[config.mk]
export PLATFORM = sky130hd
export DESIGN_NAME = brs_sequencer
export DESIGN_NICKNAME = d
export VERILOG_FILES = /design/src/core/brs_delay.v /design/src/core/brs_idle_timer.v /design/src/core/brs_sequencer.v
export VERILOG_INCLUDE_DIRS = /design/src /design/src/core
export SDC_FILE = /design/constraint.sdc
export NUM_CORES = 1
export LEC_CHECK = 0
export BUFFER_PORTS_ARGS = -buffer_cell sky130_fd_sc_hd__buf_2
export CORE_ASPECT_RATIO = 1.75
export CORE_MARGIN = 4
export CORE_UTILIZATION = 55
export CTS_BUF_LIST = sky130_fd_sc_hd__clkbuf_2 sky130_fd_sc_hd__clkbuf_4 sky130_fd_sc_hd__clkbuf_8
export DETAILED_ROUTE_END_ITERATION = 6
export PLACE_DENSITY_LB_ADDON = 0.12
export SETUP_SLACK_MARGIN = 0.1
export SLEW_MARGIN = 20
export SYNTH_ARGS = -nofsm -noshare
export SYNTH_HDL_FRONTEND = slang
export SYNTH_HIERARCHICAL = 1
export SYNTH_SLANG_ARGS = --single-unit
[constraint.sdc]
create_clock -name clk -period 6 [get_ports clk]
set_input_delay 0.6 -clock clk [delete_from_list [all_inputs] [get_ports clk]]
set_output_delay 0.6 -clock clk [all_outputs]
set_load 0.01 [all_outputs]
[src/core/brs_defs.vh]
// constants shared by the brownout reset sequencer files
`ifndef BRS_DEFS_VH
`define BRS_DEFS_VH

// ****************************************
// timing
// ****************************************
`define BRS_CLK_HZ          50000000
`define BRS_DELAY_US        3000
// least time in whole cycles: 3000 us at 50 cycles per us, no rounding
`define BRS_DELAY_CYC       ((`BRS_DELAY_US * (`BRS_CLK_HZ / 1000000) + 0) )

// ****************************************
// idle timer preset
// ****************************************
`define BRS_PRESET_BASE     8'hf0
`define BRS_PRESET_LOW_MASK 8'h0f
`define BRS_TIMER_W         8
`define BRS_TIMER_ZERO      8'h00
`define BRS_DELAY_W         18

`endif

[src/core/brs_delay.v]
// power-up delay counter for the brownout reset sequencer
`timescale 1ns/1ps
`include "brs_defs.vh"

module brs_delay #(
  parameter CYCLES = `BRS_DELAY_CYC
) (
  input  wire clk,
  input  wire nrst,
  input  wire restart,
  output reg  done_q
);

  reg  [`BRS_DELAY_W-1:0] cnt_q;
  // load value kept at 32 bits, then cut to the counter width on purpose
  wire [31:0]             load_w = CYCLES - 1;

  // ****************************************
  // count down from restart, flag when spent
  // ****************************************
  always @(posedge clk) begin
    if (!nrst || restart) begin
      cnt_q  <= load_w[`BRS_DELAY_W-1:0];
      done_q <= 1'b0;
    end else if (cnt_q != {`BRS_DELAY_W{1'b0}}) begin
      cnt_q <= cnt_q - 1'b1;
    end else begin
      done_q <= 1'b1;
    end
  end

endmodule

[src/core/brs_idle_timer.v]
// idle timer countdown used to time the reset release
`timescale 1ns/1ps
`include "brs_defs.vh"

module brs_idle_timer (
  input  wire                    clk,
  input  wire                    nrst,
  input  wire                    preset,
  input  wire [3:0]              preset_low,
  input  wire                    run,
  output reg  [`BRS_TIMER_W-1:0] count_q,
  output reg                     underflow_q
);

  // ****************************************
  // preset wins over counting; underflow is a one-cycle pulse
  // ****************************************
  always @(posedge clk) begin
    if (!nrst) begin
      count_q     <= `BRS_PRESET_BASE;
      underflow_q <= 1'b0;
    end else if (preset) begin
      count_q     <= `BRS_PRESET_BASE | {4'h0, preset_low};
      underflow_q <= 1'b0;
    end else if (run) begin
      count_q     <= count_q - 1'b1;
      underflow_q <= (count_q == `BRS_TIMER_ZERO);
    end else begin
      underflow_q <= 1'b0;
    end
  end

endmodule

[src/core/brs_sequencer.v]
// brownout reset sequencer top: supply monitor to core reset
`timescale 1ns/1ps
`include "brs_defs.vh"

// How it works
// - supply above trigger starts 3 ms delay
// - reset held through delay, then countdown
// - brownout loads timer f0..ff, asserts reset
// - countdown needs threshold met and delay done
// - late threshold crossing starts countdown immediately
// - reset asserted once supply below threshold
// - shallow dip skips delay, restarts countdown
// - reset released only on timer underflow
// - internal reset acts like external reset
// - no further reset while supply stays good
// - feature disabled means no internal reset
// - data registers and ram left untouched
module brs_sequencer #(
  parameter DELAY_CYCLES = `BRS_DELAY_CYC,
  parameter PRESET_LOW   = 4'hf
) (
  input  wire                    clk,
  input  wire                    nrst,
  input  wire                    above_trigger,
  input  wire                    above_threshold,
  input  wire                    brownout_en,
  input  wire                    ext_reset_n,
  output reg                     core_reset_n_q,
  output reg                     brownout_reset_q,
  output reg  [`BRS_TIMER_W-1:0] idle_count_q,
  output reg                     counting_q
);

  // ****************************************
  // states, one-hot
  // ****************************************
  localparam [3:0] ST_LOW   = 4'b0001; // below trigger, held in reset
  localparam [3:0] ST_DELAY = 4'b0010; // power-up delay running
  localparam [3:0] ST_COUNT = 4'b0100; // idle countdown running
  localparam [3:0] ST_RUN   = 4'b1000; // reset released

  reg  [3:0]              state_q;
  reg  [3:0]              state_d;
  reg                     trig_q;
  wire                    delay_done;
  wire                    tmr_underflow;
  wire [`BRS_TIMER_W-1:0] tmr_count;
  wire                    delay_restart;
  wire                    tmr_preset;
  wire                    tmr_run;

  // supply rising across the trigger level restarts the delay
  assign delay_restart = above_trigger & ~trig_q;
  // any time the supply is under the threshold the timer is preset
  // and it is held at the preset until the countdown may start, so a supply that
  // was already good at power-up still counts the full interval
  assign tmr_preset    = ~above_threshold | (state_d == ST_LOW) | (state_d == ST_DELAY);
  // countdown only with both conditions met
  assign tmr_run       = (state_d == ST_COUNT) && above_threshold && delay_done;

  // ****************************************
  // sub-blocks
  // ****************************************
  brs_delay #(
    .CYCLES (DELAY_CYCLES)
  ) u_delay (
    .clk     (clk),
    .nrst    (nrst),
    .restart (delay_restart | ~above_trigger),
    .done_q  (delay_done)
  );

  brs_idle_timer u_timer (
    .clk         (clk),
    .nrst        (nrst),
    .preset      (tmr_preset),
    .preset_low  (PRESET_LOW),
    .run         (tmr_run),
    .count_q     (tmr_count),
    .underflow_q (tmr_underflow)
  );

  // ****************************************
  // next state
  // ****************************************
  always @* begin
    state_d = state_q;
    case (state_q)
      ST_LOW: begin
        if (above_trigger) begin
          state_d = ST_DELAY;
        end
      end
      ST_DELAY: begin
        if (!above_trigger) begin
          state_d = ST_LOW;
        end else if (delay_done) begin
          state_d = ST_COUNT;
        end
      end
      ST_COUNT: begin
        if (!above_trigger) begin
          state_d = ST_LOW;
        end else if (tmr_underflow && above_threshold) begin
          // a late underflow pulse must not release reset into a falling supply
          state_d = ST_RUN;
        end
      end
      ST_RUN: begin
        // a shallow dip goes back to counting, not to the delay
        if (!above_trigger) begin
          state_d = ST_LOW;
        end else if (!above_threshold) begin
          state_d = ST_COUNT;
        end
      end
      default: begin
        state_d = ST_LOW;
      end
    endcase
  end

  // ****************************************
  // registers and outputs
  // ****************************************
  // the sequencer only drives reset; it never clears data or ram
  always @(posedge clk) begin
    if (!nrst) begin
      state_q          <= ST_LOW;
      trig_q           <= 1'b0;
      brownout_reset_q <= 1'b1;
      core_reset_n_q   <= 1'b0;
      idle_count_q     <= `BRS_PRESET_BASE;
      counting_q       <= 1'b0;
    end else begin
      state_q      <= state_d;
      trig_q       <= above_trigger;
      idle_count_q <= tmr_count;
      counting_q   <= tmr_run;
      // reset held in every state but run; held low while disabled is avoided
      brownout_reset_q <= brownout_en & (state_d != ST_RUN);
      // one reset line for both sources so they initialise alike
      core_reset_n_q <= ext_reset_n & ~(brownout_en & (state_d != ST_RUN));
    end
  end

endmodule

-- Word level (Yosys, flattened, before mapping)
Index checks and enable logic that the tools add are counted.
- eq/ne operators: 8
- reduce and logical (&&, ||, !) cells: 10
- multiplexer cells: 10
- bitwise logic cells: 12
- $add $sub $neg: 2
- operators with widths (cell ; count):
    2-to-1 mux 4 bit ; 9
    nonzero test 18 bit ; 1
    subtractor 18 x 1 -> 18 bit, second input constant ; 1
    case mux 4 bit (4 select lines) ; 1
    == test 4 x 1 -> 1 bit, second input constant ; 2
    == test 4 x 2 -> 1 bit, second input constant ; 2
    == test 4 x 3 -> 1 bit, second input constant ; 2
    logical NOT 8 bit ; 1
    subtractor 8 x 1 -> 8 bit, second input constant ; 1
    inverter 1 bit ; 6
    == test 4 bit, second input constant ; 1
    inequality test 4 bit, second input constant ; 1
    AND 1 bit ; 3
    logical AND 1 bit ; 3
    bitwise OR 1 bit ; 3
    OR reduction 3 bit ; 1
    nonzero test 2 bit ; 1
    OR reduction 2 bit ; 1
    logical NOT 1 bit ; 1
    logical OR 1 bit ; 1
- register bits: 44

-- Longest topological paths before layout
Gate-level depths: netlist of run 1.
- depth in word-level cells: 9
- mapped depth: 7
- depth with buffers taken out: 6

-- By module
Netlist of run 1, hierarchy kept.
- by module, submodules not included (module ; sequential area each (µm²) ; area an instance (µm²) ; times used ; cells an instance):
    brs_delay ; 380.4 ; 999.7 ; 1 ; 121
    brs_sequencer ; 320.3 ; 656.9 ; 1 ; 65
    brs_idle_timer ; 180.2 ; 432.9 ; 1 ; 48

-- Worst setup path after synthesis of run 1
OpenSTA, ideal clock, no wires.
- kind: input -> register
- start: input port above_threshold
- end: register u_timer.count_q[5]
- arrival time: 2.500 ns
- buffers on the path: 0
- setup slack: 3.437 ns
- stages: 5
- required time: 5.938 ns
- cell sequence: or3_4 a211oi_1 or4b_4 or4_1 nand3_1
- elaborated cells between the ends (all ways): 15
- those cells by class: eq/ne: 3; mux: 5; bitwise: 3; reduce/logical: 4
- RTL lines (what ; line ; source):
    start: declaration ; brs_sequencer.v:25 ; input wire above_threshold,
    logical AND 1 bit ; brs_sequencer.v:104 ; end else if (tmr_underflow && above_threshold) begin
    2-to-1 mux 4 bit ; brs_sequencer.v:104 ;
    2-to-1 mux 4 bit ; brs_sequencer.v:102 ; if (!above_trigger) begin
    case mux 4 bit (4 select lines) ; brs_sequencer.v:88 ; case (state_q)
    == test 4 x 3 -> 1 bit ; brs_sequencer.v:59 ; assign tmr_run = (state_d == ST_COUNT) && above_threshold && delay_done;
    logical AND 1 bit * (2 in a row) ; brs_sequencer.v:59 ;
    net tmr_run ; brs_sequencer.v:50 ; wire tmr_run;
    end signal: assignment ; brs_idle_timer.v:20 ; count_q <= `BRS_PRESET_BASE;
    end signal: assignment ; brs_idle_timer.v:23 ; count_q <= `BRS_PRESET_BASE | {4'h0, preset_low};
    end signal: assignment ; brs_idle_timer.v:26 ; count_q <= count_q - 1'b1;
    end: declaration ; brs_idle_timer.v:11 ; output reg [`BRS_TIMER_W-1:0] count_q,
The timed path passes the listed nets; every way through them passes the cells marked *.
A chain may end at the register's enable or synchronous reset.

-- Worst setup path in the final report of run 1
- start: register state_q[2]
- end: register u_timer.count_q[5]
- longest elaborated chain between the ends: 7
- elaborated cells between the ends (all ways): 20
- those cells by class: eq/ne: 7; mux: 8; bitwise: 2; reduce/logical: 3
- RTL lines (what ; line ; source):
    start: declaration ; brs_sequencer.v:42 ; reg [3:0] state_q;
    start signal: assignment ; brs_sequencer.v:136 ; state_q <= state_d;
    2-to-1 mux 4 bit, on equally long branches ; brs_sequencer.v:113, brs_sequencer.v:97, brs_sequencer.v:104 ;
    2-to-1 mux 4 bit, on equally long branches ; brs_sequencer.v:111, brs_sequencer.v:95, brs_sequencer.v:102 ;
    case mux 4 bit (4 select lines) * ; brs_sequencer.v:88 ;
    == test 4 x 1 -> 1 bit ; brs_sequencer.v:57 ; assign tmr_preset = ~above_threshold | (state_d == ST_LOW) | (state_d == ST_DELAY);
    bitwise OR 1 bit ; brs_sequencer.v:57 ;
    bitwise OR 1 bit * ; brs_sequencer.v:57 ;
    net tmr_preset ; brs_sequencer.v:49 ; wire tmr_preset;
    OR reduction 2 bit (no line) * ; -- ;
Marked as above.

==> results of run 1 <==
-- cell type report --
| cell class | instances | area (sq um) | share of cell area |
|---|---|---|---|
| sequential | 44 | 880.8 | 0.3807 |
| inverter | 9 | 33.78 | 0.01460 |
| multi-input combinational | 174 | 1132 | 0.4895 |
| clock buffer | 6 | 82.58 | 0.03569 |
| clock inverter | 2 | 38.79 | 0.01677 |
| tap | 46 | 57.56 | 0.02488 |
| timing repair buffer | 17 | 87.58 | 0.03786 |
-- synthesized netlist by cell type, types with 2 or more instances --
master	number	area share
a211o_1	2	0.0084
nor3b_1	4	0.014
or4_1	6	0.022
xor2_1	2	0.0084
or3_1	5	0.015
nand4_1	2	0.0060
nor2_1	12	0.022
o31ai_1	7	0.025
dfxtp_1	44	0.42
nand2_1	15	0.027
nand3b_1	2	0.0072
nor4_1	4	0.012
ha_1	3	0.018
a211oi_1	8	0.029
nand2b_1	11	0.033
or3_4	2	0.011
clkbuf_1	7	0.013
a21oi_1	10	0.024
nor4b_1	2	0.0084
o21ai_0	13	0.031
nand3_1	7	0.017
nor3_1	11	0.026
and2_1	9	0.027
mux2i_1	6	0.029
a21boi_0	2	0.0072
xnor2_1	4	0.017
nor2b_1	4	0.012
inv_1	9	0.016
buf_6	2	0.011
-- logic make-up after synthesis --
family | share of synthesized area
flip-flops | 0.4216
buffers and inverters | 0.04191
AND/OR/NAND/NOR | 0.3006
XOR/XNOR | 0.02515
multiplexers | 0.02874
adder cells (fa/ha/maj) | 0.01797
AO/OA/AOI/OAI | 0.1623
other | 0.001795
-- worst max-delay path, stage by stage, from the launching register on --
cell and delay, ns:
dfxtp_1 0.55, nor3b_1 0.30, o311ai_2 0.22, a211oi_1 0.62, or4b_4 0.58, or4_1 0.42
nand3_1 0.09
-- where the power goes --
part	total, mW	internal [mW]	switching [mW]	leakage [nW]
registers	0.301	0.296	0.00491	0.358
logic	0.0194	0.00862	0.0108	0.385
clock network	0.237	0.136	0.101	0.0614
total	0.558	0.441	0.117	0.804
-- how the worst max path moves through the flow --
stage,start,endpoint,slack [ns],cells after the start
after floorplan,above_threshold,u_timer/count_q[5]$_SDFFE_PP1P_,3.44,5
after global placement,above_threshold,u_timer/count_q[5]$_SDFFE_PP1P_,3.20,6
after detailed placement,above_threshold,u_timer/count_q[5]$_SDFFE_PP1P_,3.15,6
after CTS,state_q[2]$_SDFF_PN0_,u_timer/count_q[5]$_SDFFE_PP1P_,3.20,6
after global routing,state_q[3]$_SDFF_PN0_,u_timer/count_q[5]$_SDFFE_PP1P_,2.95,6
final,state_q[2]$_SDFF_PN0_,u_timer/count_q[5]$_SDFFE_PP1P_,3.16,6
-- flip-flops by register name, indices dropped and copies added, names as in the netlist --
signal and cells:
u_timer/underflow_q 1, brownout_reset_q 1, trig_q 1, state_q 4
idle_count_q 8, u_delay/done_q 1, u_timer/count_q 8, counting_q 1
core_reset_n_q 1, u_delay/cnt_q 18
-- routing by layer --
layer  vias up  routed length, microns  share of wire
li1        876                       -              -
met1       794                    1676           0.40
met2        25                    2268           0.54
met3        11                     121          0.029
met4         0                     123          0.029
met5         -                       0              0
-- per-stage QoR --
step / cells / util
2_1_floorplan: 237 / -
3_3_place_gp: 290 / 0.6041
3_5_place_dp: 290 / 0.6041
4_1_cts: 298 / 0.6376
5_1_grt: 298 / 0.6376
6_report: 298 / 0.6376
==> impl_metrics.py, run 1 <==
metrics = {
    "worst_setup_path": {
        "regToRegSetupSlack_ns": 3.16,
        "critical_path.reg2reg.endpoint": "u_timer/count_q[5]$_SDFFE_PP1P_",
        "reg2reg_depth": 6,
        "worstPathMaxFanout": 11,
        "critPathRequiredTime_ns": 6.24,
        "critical_path.endpoint_type": "flop",
        "worstSetupPathType": "reg2reg",
        "cp_arrival_ns": 3.08,
        "critPathLaunchType": "flop",
        "timing.rr.start": "state_q[2]$_SDFF_PN0_",
    },
    "layout": {
        "n_fill_cell": 326,
        "antenna_cells_inserted": 0,
        "design_area_sq_um": 2313,
        "layout_commonest_cell": "dfxtp_1",
        "drive_above_1_share": 0.1310,
        "layout.cells.most_common_list": "44 x dfxtp_1, 16 x buf_2, 15 x nand2_1, 13 x o21ai_0, 12 x nor2_1",
        "num-nets-final": 260,
        "syn2layout_area_growth_pct": 10.72,
    },
    "worst_hold_path": {
        "holdCritStartpoint": "u_delay/cnt_q[13]$_SDFFE_PP0P_",
        "hold_path_end": "u_delay/cnt_q[13]$_SDFFE_PP0P_",
        "hold-path-cell-count": 2,
        "holdCritPathClass": "reg2reg",
    },
    "clock_tree": {
        "h-tree-depth": 2,
        "cts_made_buffers": 5,
        "post-cts-setup-buffer-count": 0,
        "worstSkewPairLatency_ns": 0.29,
        "cts.sink_count": 44,
        "postCtsResizedCells": 0,
        "tritoncts_clock_tree": "done",
        "clockRootBuffer": "clkbuf_8",
        "cts.clk_slew.worst_paths_ns": 0.08,
        "post_cts_hold_buffer_count": 0,
        "max_buffers_root_to_sink": 2,
    },
    "route": {
        "dr.pass1.iters": 4,
        "wire_per_inst_microns": 14.06,
        "ant_nets": 0,
        "detail_route.iter0.violations": 26,
        "drc": 0,
        "post_drt_via_cell_ratio": 5.725,
        "post_detailed_routing_wire_length_microns": 4190,
        "vias": 1706,
    },
    "placement": {
        "placement.io_buffers": 16,
        "finalWeightedCongestion": 0.8252,
        "dp_worst_setup_slack_ns": 3.150,
        "post-dp-hpwl_microns": 3070,
        "placed_cell_area_sq_um": 2192,
    },
    "timing": {
        "fin_hold_ws_ns": 0.4986,
        "slew_headroom": 0.5218,
        "worst_pin_slew_ns": 0.7129,
        "finalCritPeriodShare": 0.4729,
        "setup_ws_ns": 3.162,
        "fin_tns_setup_ns": 0,
        "max_freq_mhz": 352.4,
        "finalHoldViolations": 0,
        "time_the_final_worst_path_needs_with_i_o_delays_and_setup_ns": 2.838,
        "final-max-slew-violation-count": 0,
        "worst_clock_skew_ns": 0.005549,
        "setup_viol": 0,
        "rsz_0062_raised_after_global_routing": "no",
    },
    "grt": {
        "grt_pass1_vias": 1616,
        "initial_antenna_violation_count": 0,
        "grt_usage": 0.2013,
        "grtUsageMet3": 0.03673,
        "grt_overflow": 0,
        "pin_count_of_the_biggest_net_entering_global_routing": 21,
        "grtUsageMet1": 0.2171,
        "grt_first_pass_wirelength_microns": 7176,
        "gr-usage-met2": 0.3524,
        "busiest_layer": "met2",
    },
    "floorplan": {
        "coreArea_sq_um": 3628,
        "dieWidth_microns": 54.60,
        "rows": 29,
        "top_level_pins": 17,
        "die_h_microns": 89.54,
        "design.die.area_sq_um": 4888,
        "initial_cell_density_of_the_core": 0.5759,
    },
    "pwr": {
        "power.density_nw_per_um2": 241.1,
        "ir_worst_vdd_uv": 199.4,
        "fin_total_pwr_mw": 0.5578,
        "leakagePower_nw": 0.8043,
    },
    "run_status": {
        "result_of_the_run": "finished clean",
    },
    "synth": {
        "count_of_warnings_emitted_by_yosys": 6,
        "yosysSeqAreaShare": 0.4216,
        "synthCells": 234,
        "fraction_of_registers_with_async_set_reset": 0,
        "netlist-cell-type-count": 48,
        "flip_flop_and_latch_count_after_synthesis": 44,
        "syn-mean-instance-area_sq_um": 8.930,
        "mappedNetlistArea_sq_um": 2090,
        "most_used_flip_flop_cell_after_synthesis": "dfxtp_1",
        "edff_count_synth": 0,
    },
    "job": {
        "cap_violations": 0,
    },
}
Note: power is estimated with default switching activity, not from simulation.
==> inputs of run 2 (changes only) <==
- ABC_AREA: unset -> 1
- clock period: 6 -> 2.61 ns (I/O delays scaled with it)
==> run 2 against run 1 <==
- worst hold slack lost 0.25 ns
- non-clock buffer count shrank 1
- worst setup slack lost 2.3 ns
- die area grew 4.6%
- first-iteration DRC count grew 77%
- critical endpoint is now u_timer/count_q[7]$_SDFFE_PP1P_
==> impl_metrics.py, run 2 <==
metrics = {
    "layout": {
        "top_regs": "u_delay/cnt_q x18, idle_count_q x8, u_timer/count_q x8",
        "n_fill_cell": 386,
        "regMostFlops": "u_delay/cnt_q",
        "drive_above_1_share": 0.1643,
        "layout.cells.most_common_list": "95 x nand2_1, 48 x inv_1, 46 x nor2_1, 44 x dfxtp_1",
        "syn2layout_area_growth_pct": 10.02,
        "layout_commonest_cell": "nand2_1",
        "antenna_cells_inserted": 0,
        "num-nets-final": 361,
        "largest_register_ff_count": 18,
        "design_area_sq_um": 2419,
    },
    "grt": {
        "pin_count_of_the_biggest_net_entering_global_routing": 19,
        "grt_usage": 0.1897,
        "grt_pass1_vias": 1823,
        "initial_antenna_violation_count": 0,
        "grt_overflow": 0,
        "grt_first_pass_wirelength_microns": 7603,
    },
    "timing": {
        "setup_ws_ns": 0.8372,
        "finalCritPeriodShare": 0.6792,
        "time_the_final_worst_path_needs_with_i_o_delays_and_setup_ns": 1.773,
        "rsz_0062_raised_after_global_routing": "no",
        "worst_clock_skew_ns": 0.004663,
        "finalHoldViolations": 0,
        "fin_hold_ws_ns": 0.2467,
        "fin_tns_setup_ns": 0,
        "final-max-slew-violation-count": 0,
        "setup_viol": 0,
        "max_freq_mhz": 564.1,
    },
    "floorplan": {
        "coreArea_sq_um": 3866,
        "die_h_microns": 91.64,
        "initial_cell_density_of_the_core": 0.5686,
        "rows": 30,
        "design.die.area_sq_um": 5112,
        "top_level_pins": 17,
        "dieWidth_microns": 55.79,
    },
    "route": {
        "post_detailed_routing_wire_length_microns": 4672,
        "post_drt_via_cell_ratio": 4.943,
        "detail_route.iter0.violations": 46,
        "ant_nets": 0,
        "wire_per_inst_microns": 11.65,
        "drc": 0,
        "dr.pass1.iters": 4,
        "vias": 1982,
    },
    "worst_setup_path": {
        "timing.critical_path.from": "state_q[2]$_SDFF_PN0_",
        "critPathRequiredTime_ns": 2.80,
        "worstPathMaxFanout": 8,
        "worstSetupPathType": "reg2reg",
        "critical_path.endpoint_type": "flop",
        "cp_arrival_ns": 1.96,
        "timing.rr.start": "state_q[2]$_SDFF_PN0_",
        "critPathLaunchType": "flop",
        "regToRegSetupSlack_ns": 0.84,
    },
    "pwr": {
        "leakagePower_nw": 1.157,
        "ir_worst_vdd_uv": 439.5,
        "fin_total_pwr_mw": 1.211,
        "power.density_nw_per_um2": 500.5,
    },
    "clock_tree": {
        "h-tree-depth": 2,
        "worstSkewPairLatency_ns": 0.29,
        "clockRootBuffer": "clkbuf_8",
        "cts_made_buffers": 5,
        "cts.clk_slew.worst_paths_ns": 0.08,
        "post-cts-setup-buffer-count": 0,
        "max_buffers_root_to_sink": 2,
        "cts.sink_count": 44,
        "post_cts_hold_buffer_count": 0,
        "postCtsResizedCells": 0,
        "tritoncts_clock_tree": "done",
    },
    "run_status": {
        "result_of_the_run": "finished clean",
    },
    "synth": {
        "synthCells": 330,
        "fraction_of_registers_with_async_set_reset": 0,
        "synth.most_common_cell": "nand2_1",
        "count_of_warnings_emitted_by_yosys": 6,
        "yosysSeqAreaShare": 0.4007,
        "post-synth-top-area-cell": "dfxtp_1",
        "edff_count_synth": 0,
        "netlist-cell-type-count": 26,
        "syn-mean-instance-area_sq_um": 6.662,
        "fraction_of_synthesized_cell_area_taken_by_the_top_area_cell_type": 0.4007,
        "flip_flop_and_latch_count_after_synthesis": 44,
        "synth_commonest_cells": "95 x nand2_1, 48 x inv_1, 46 x nor2_1, 44 x dfxtp_1, 16 x nand3_1",
        "synth_top_area_cells": "dfxtp_1 40%, nand2_1 16%, inv_1 8.2%",
        "most_used_flip_flop_cell_after_synthesis": "dfxtp_1",
        "mappedNetlistArea_sq_um": 2198,
    },
    "job": {
        "cap_violations": 0,
    },
    "placement": {
        "dp_worst_setup_slack_ns": 0.8240,
        "post-dp-hpwl_microns": 3705,
        "placement.io_buffers": 16,
        "finalWeightedCongestion": 0.8684,
        "placed_cell_area_sq_um": 2321,
    },
    "worst_hold_path": {
        "holdCritPathClass": "in2reg",
        "holdCritStartpoint": "ext_reset_n",
    },
}
==> run 2: changes by cell type after synthesis, sizes merged, moves of 6 or more <==
cell	before	now
or3	7	0
or4	6	0
a211oi	8	0
nand3	7	18
o31ai	7	1
nand2b	11	0
mux2i	6	0
nor2	12	62
and2	9	0
inv	9	53
clkbuf	7	0
nand2	15	101
nor3	11	2
==> run 2: worst max-delay path, stage by stage (launching register included) <==
cell and delay (ns):
dfxtp_1 0.36, inv_2 0.09, nand2_1 0.08, nor2_1 0.13, nor2_1 0.06, nand2_1 0.09
nand4_1 0.28, nor2_2 0.33, o21ai_0 0.13, nand2_1 0.08, nand2_1 0.04
==> run 2: final timing paths <==
| kind | to | cells after the start |
|---|---|---|
| worst max-delay path | u_timer/count_q[7]$_SDFFE_PP1P_ | 10 |
| worst min-delay path | core_reset_n_q$_SDFF_PN0_ | 5 |
| worst max register to register | u_timer/count_q[7]$_SDFFE_PP1P_ | 10 |
| worst min register to register | idle_count_q[1]$_SDFF_PN0_ | 2 |
==> run 2: per-layer routing <==
layer | vias to the layer above | global-route usage | share of wire
met3 | 18 | 0.03521 | 0.025
met5 | - | 0 | 0
li1 | 1043 | - | -
met1 | 888 | 0.1609 | 0.35
met4 | 0 | 0.1339 | 0.051
met2 | 33 | 0.3745 | 0.57
==> run 2: layout make-up <==
type | count | area, sq um | share of cell area
multi-input cells | 232 | 1101 | 0.4553
flip-flops and latches | 44 | 880.8 | 0.3642
inverters | 53 | 198.9 | 0.08226
clock buffers | 8 | 97.59 | 0.04035
repair buffers | 16 | 80.08 | 0.03311
well taps | 48 | 60.06 | 0.02483
==> run 2: power breakdown <==
| part | total [mW] | internal, mW | switching (mW) |
|---|---|---|---|
| Combinational | 0.0675 | 0.0220 | 0.0455 |
| Sequential | 0.690 | 0.682 | 0.00751 |
| Clock | 0.453 | 0.237 | 0.216 |
| Total | 1.21 | 0.941 | 0.269 |
==> run 2: kinds of logic (layout without fill, tap and decap cells) <==
group / count (synthesis) / count (layout) / share of synthesized area
AO/OA/AOI/OAI: 26 / 26 / 0.06318
XOR/XNOR: 4 / 4 / 0.01593
adder cells (fa/ha/maj): 3 / 3 / 0.01708
buffers and inverters: 57 / 77 / 0.1036
flip-flops: 44 / 44 / 0.4007
other: 1 / 4 / 0.001706
AND/OR/NAND/NOR: 195 / 195 / 0.3978
==> run 2: metrics by stage <==
stage / cells / util
3_5_place_dp: 393 / 0.6003
3_3_place_gp: 393 / 0.6003
5_1_grt: 401 / 0.6256
2_1_floorplan: 333 / -
4_1_cts: 401 / 0.6256
6_report: 401 / 0.6256
==> inputs of run 3 (changes only) <==
- clock period: 2.61 -> 1.65 ns (I/O delays scaled with it)
==> run 3 against run 2 <==
- worst hold slack worse by 0.11 ns
- maximum frequency is 16% higher
- non-clock buffer count is 9 higher
- global-route usage is 1.4 points higher
- critical path depth stayed put
- die area stayed put
- worst setup slack worse by 0.72 ns
- sequential cell count stayed put
- routed wire length is 5.2% higher
==> impl_metrics.py, run 3 (synthesized netlist as in run 2, its figures left out) <==
metrics = {
    "run_status": {
        "result_of_the_run": "finished clean",
    },
    "route": {
        "detail_route.iter0.violations": 96,
        "wire_per_inst_microns": 11.96,
        "post_detailed_routing_wire_length_microns": 4915,
        "dr.pass1.iters": 4,
        "drc": 0,
        "ant_nets": 0,
        "vias": 2043,
        "post_drt_via_cell_ratio": 4.971,
    },
    "placement": {
        "placed_cell_area_sq_um": 2351,
        "finalWeightedCongestion": 0.8645,
        "placement.io_buffers": 16,
        "post-dp-hpwl_microns": 3664,
    },
    "layout": {
        "regArea_sq_um": 888.4,
        "drive_above_1_share": 0.2452,
        "syn2layout_area_growth_pct": 17.25,
        "n_fill_cell": 366,
        "regMostFlops": "u_delay/cnt_q",
        "num-nets-final": 371,
        "layout_commonest_cell": "nand2_1",
        "top_regs": "u_delay/cnt_q x18, idle_count_q x8, u_timer/count_q x8",
        "design_area_sq_um": 2577,
        "largest_register_ff_count": 18,
        "layout.cells.most_common_list": "91 x nand2_1, 43 x inv_1, 41 x nor2_1, 40 x dfxtp_1",
        "multi_input_comb_area_sq_um": 1177,
        "antenna_cells_inserted": 0,
        "final_core_occ": 0.6667,
    },
    "timing": {
        "finalCritPeriodShare": 0.9264,
        "final-max-slew-violation-count": 0,
        "worst_clock_skew_ns": 0.003136,
        "max_freq_mhz": 654.2,
        "setup_viol": 0,
        "rsz_0062_raised_after_global_routing": "yes",
        "fin_tns_setup_ns": 0,
        "finalHoldViolations": 0,
        "time_the_final_worst_path_needs_with_i_o_delays_and_setup_ns": 1.529,
    },
    "grt": {
        "grt_usage": 0.2039,
        "initial_antenna_violation_count": 0,
        "gr-usage-met2": 0.4121,
        "grt_pass1_vias": 1944,
        "grtUsageMet3": 0.03662,
        "grtUsageMet1": 0.1803,
        "busiest_layer": "met2",
        "grt_overflow": 0,
        "pin_count_of_the_biggest_net_entering_global_routing": 19,
        "grt_first_pass_wirelength_microns": 8211,
    },
    "pwr": {
        "power.density_nw_per_um2": 741.8,
        "fin_total_pwr_mw": 1.912,
        "leakagePower_nw": 1.239,
        "ir_worst_vdd_uv": 754.4,
    },
    "worst_setup_path": {
        "cell_type_group_with_the_largest_total_delay_on_the_critical_path": "simple AND/OR/NAND/NOR gates",
        "worstSetupPathType": "reg2reg",
        "cp_arrival_ns": 1.70,
        "critical_path.cell_chain": "inv_4 -> nand2_2 -> nor2_4 -> nor2_2 -> nand2_1 -> nand4_1 -> buf_6 -> nor2_4 -> buf_6 -> nand3_2",
        "critPathRequiredTime_ns": 1.83,
        "timing.rr.start": "state_q[3]$_SDFF_PN0_",
        "worstPathMaxFanout": 8,
        "critPathLaunchType": "flop",
        "worstPathBufferInverterCount": 3,
        "timing.critical_path.slowest_cell_delay_ns": 0.37,
        "timing.critical_path.from": "state_q[3]$_SDFF_PN0_",
        "critical_path.endpoint_type": "flop",
        "cp_slowest_cell": "dfxtp_4",
    },
    "clock_tree": {
        "cts_made_buffers": 5,
        "cts.clk_slew.worst_paths_ns": 0.08,
        "worstSkewPairLatency_ns": 0.29,
        "h-tree-depth": 2,
        "post_cts_hold_buffer_count": 0,
        "max_buffers_root_to_sink": 2,
        "tritoncts_clock_tree": "done",
        "cts.sink_count": 44,
        "clockRootBuffer": "clkbuf_8",
    },
    "floorplan": {
        "rows": 30,
        "design.die.area_sq_um": 5112,
        "die_h_microns": 91.64,
        "dieWidth_microns": 55.79,
        "coreArea_sq_um": 3866,
        "top_level_pins": 17,
        "initial_cell_density_of_the_core": 0.5686,
    },
    "worst_hold_path": {
        "holdCritPathClass": "in2reg",
        "holdCritStartpoint": "above_trigger",
    },
    "job": {
        "cap_violations": 0,
    },
}
## run 3: changes by cell type in the layout (fill, tap and decap cells not counted), sizes merged
cell	before	now
clkbuf	8	6
nand3	18	19
clkinv	0	2
buf	16	25
## run 3: final cells by class
class / instances / area share
multi-input cells: 233 / 0.4568
repair buffers: 25 / 0.06019
clock inverters: 2 / 0.003883
clock buffers: 6 / 0.03204
inverters: 53 / 0.07913
well taps: 48 / 0.02330
flip-flops and latches: 44 / 0.3447
## run 3: path summary, 6_finish.rpt
kind / to / slack [ns] / depth (start not counted)
worst max-delay path: u_timer/count_q[4]$_SDFFE_PP1P_ / 0.12 / 10
worst min-delay path: trig_q$_SDFF_PN0_ / 0.14 / 3
worst max register to register: u_timer/count_q[4]$_SDFFE_PP1P_ / 0.12 / 10
worst min register to register: idle_count_q[1]$_SDFF_PN0_ / 0.47 / 2
## run 3: timing repair
action / in CTS / in global routing
setup buffers: 0 / 5
endpoints found under the setup margin: 8 / 10
cloned: 0 / 1
pin swaps: 1 / 15
gates resized for setup: 5 / 33
## run 3: power breakdown
part	internal, mW	switching [mW]
registers	1.08	0.0133
logic	0.0460	0.0803
clock network	0.334	0.360
total	1.46	0.453
## run 3: worst register-to-register path: stages, from the launching register on
cell     delay (ns)
dfxtp_4        0.37
inv_4          0.07
nand2_2        0.06
nor2_4         0.13
nor2_2         0.06
nand2_1        0.08
nand4_1        0.12
buf_6          0.16
nor2_4         0.17
buf_6          0.13
nand3_2        0.06
## run 3: metrics by stage
stage          setup WS (ns)  hold WS [ns]  instances
2_1_floorplan         0.2206        0.2873        333
3_3_place_gp         0.02420        0.4371        397
3_5_place_dp        0.008815        0.4372        397
4_1_cts               0.1066        0.1297        405
5_1_grt              0.03892        0.1396        411
6_report              0.1214        0.1397        411
## run 3: per-layer routing
layer	vias to the layer above	share of wire
met5	-	0
met4	0	0.033
met3	11	0.023
met2	31	0.60
met1	940	0.35
li1	1061	-
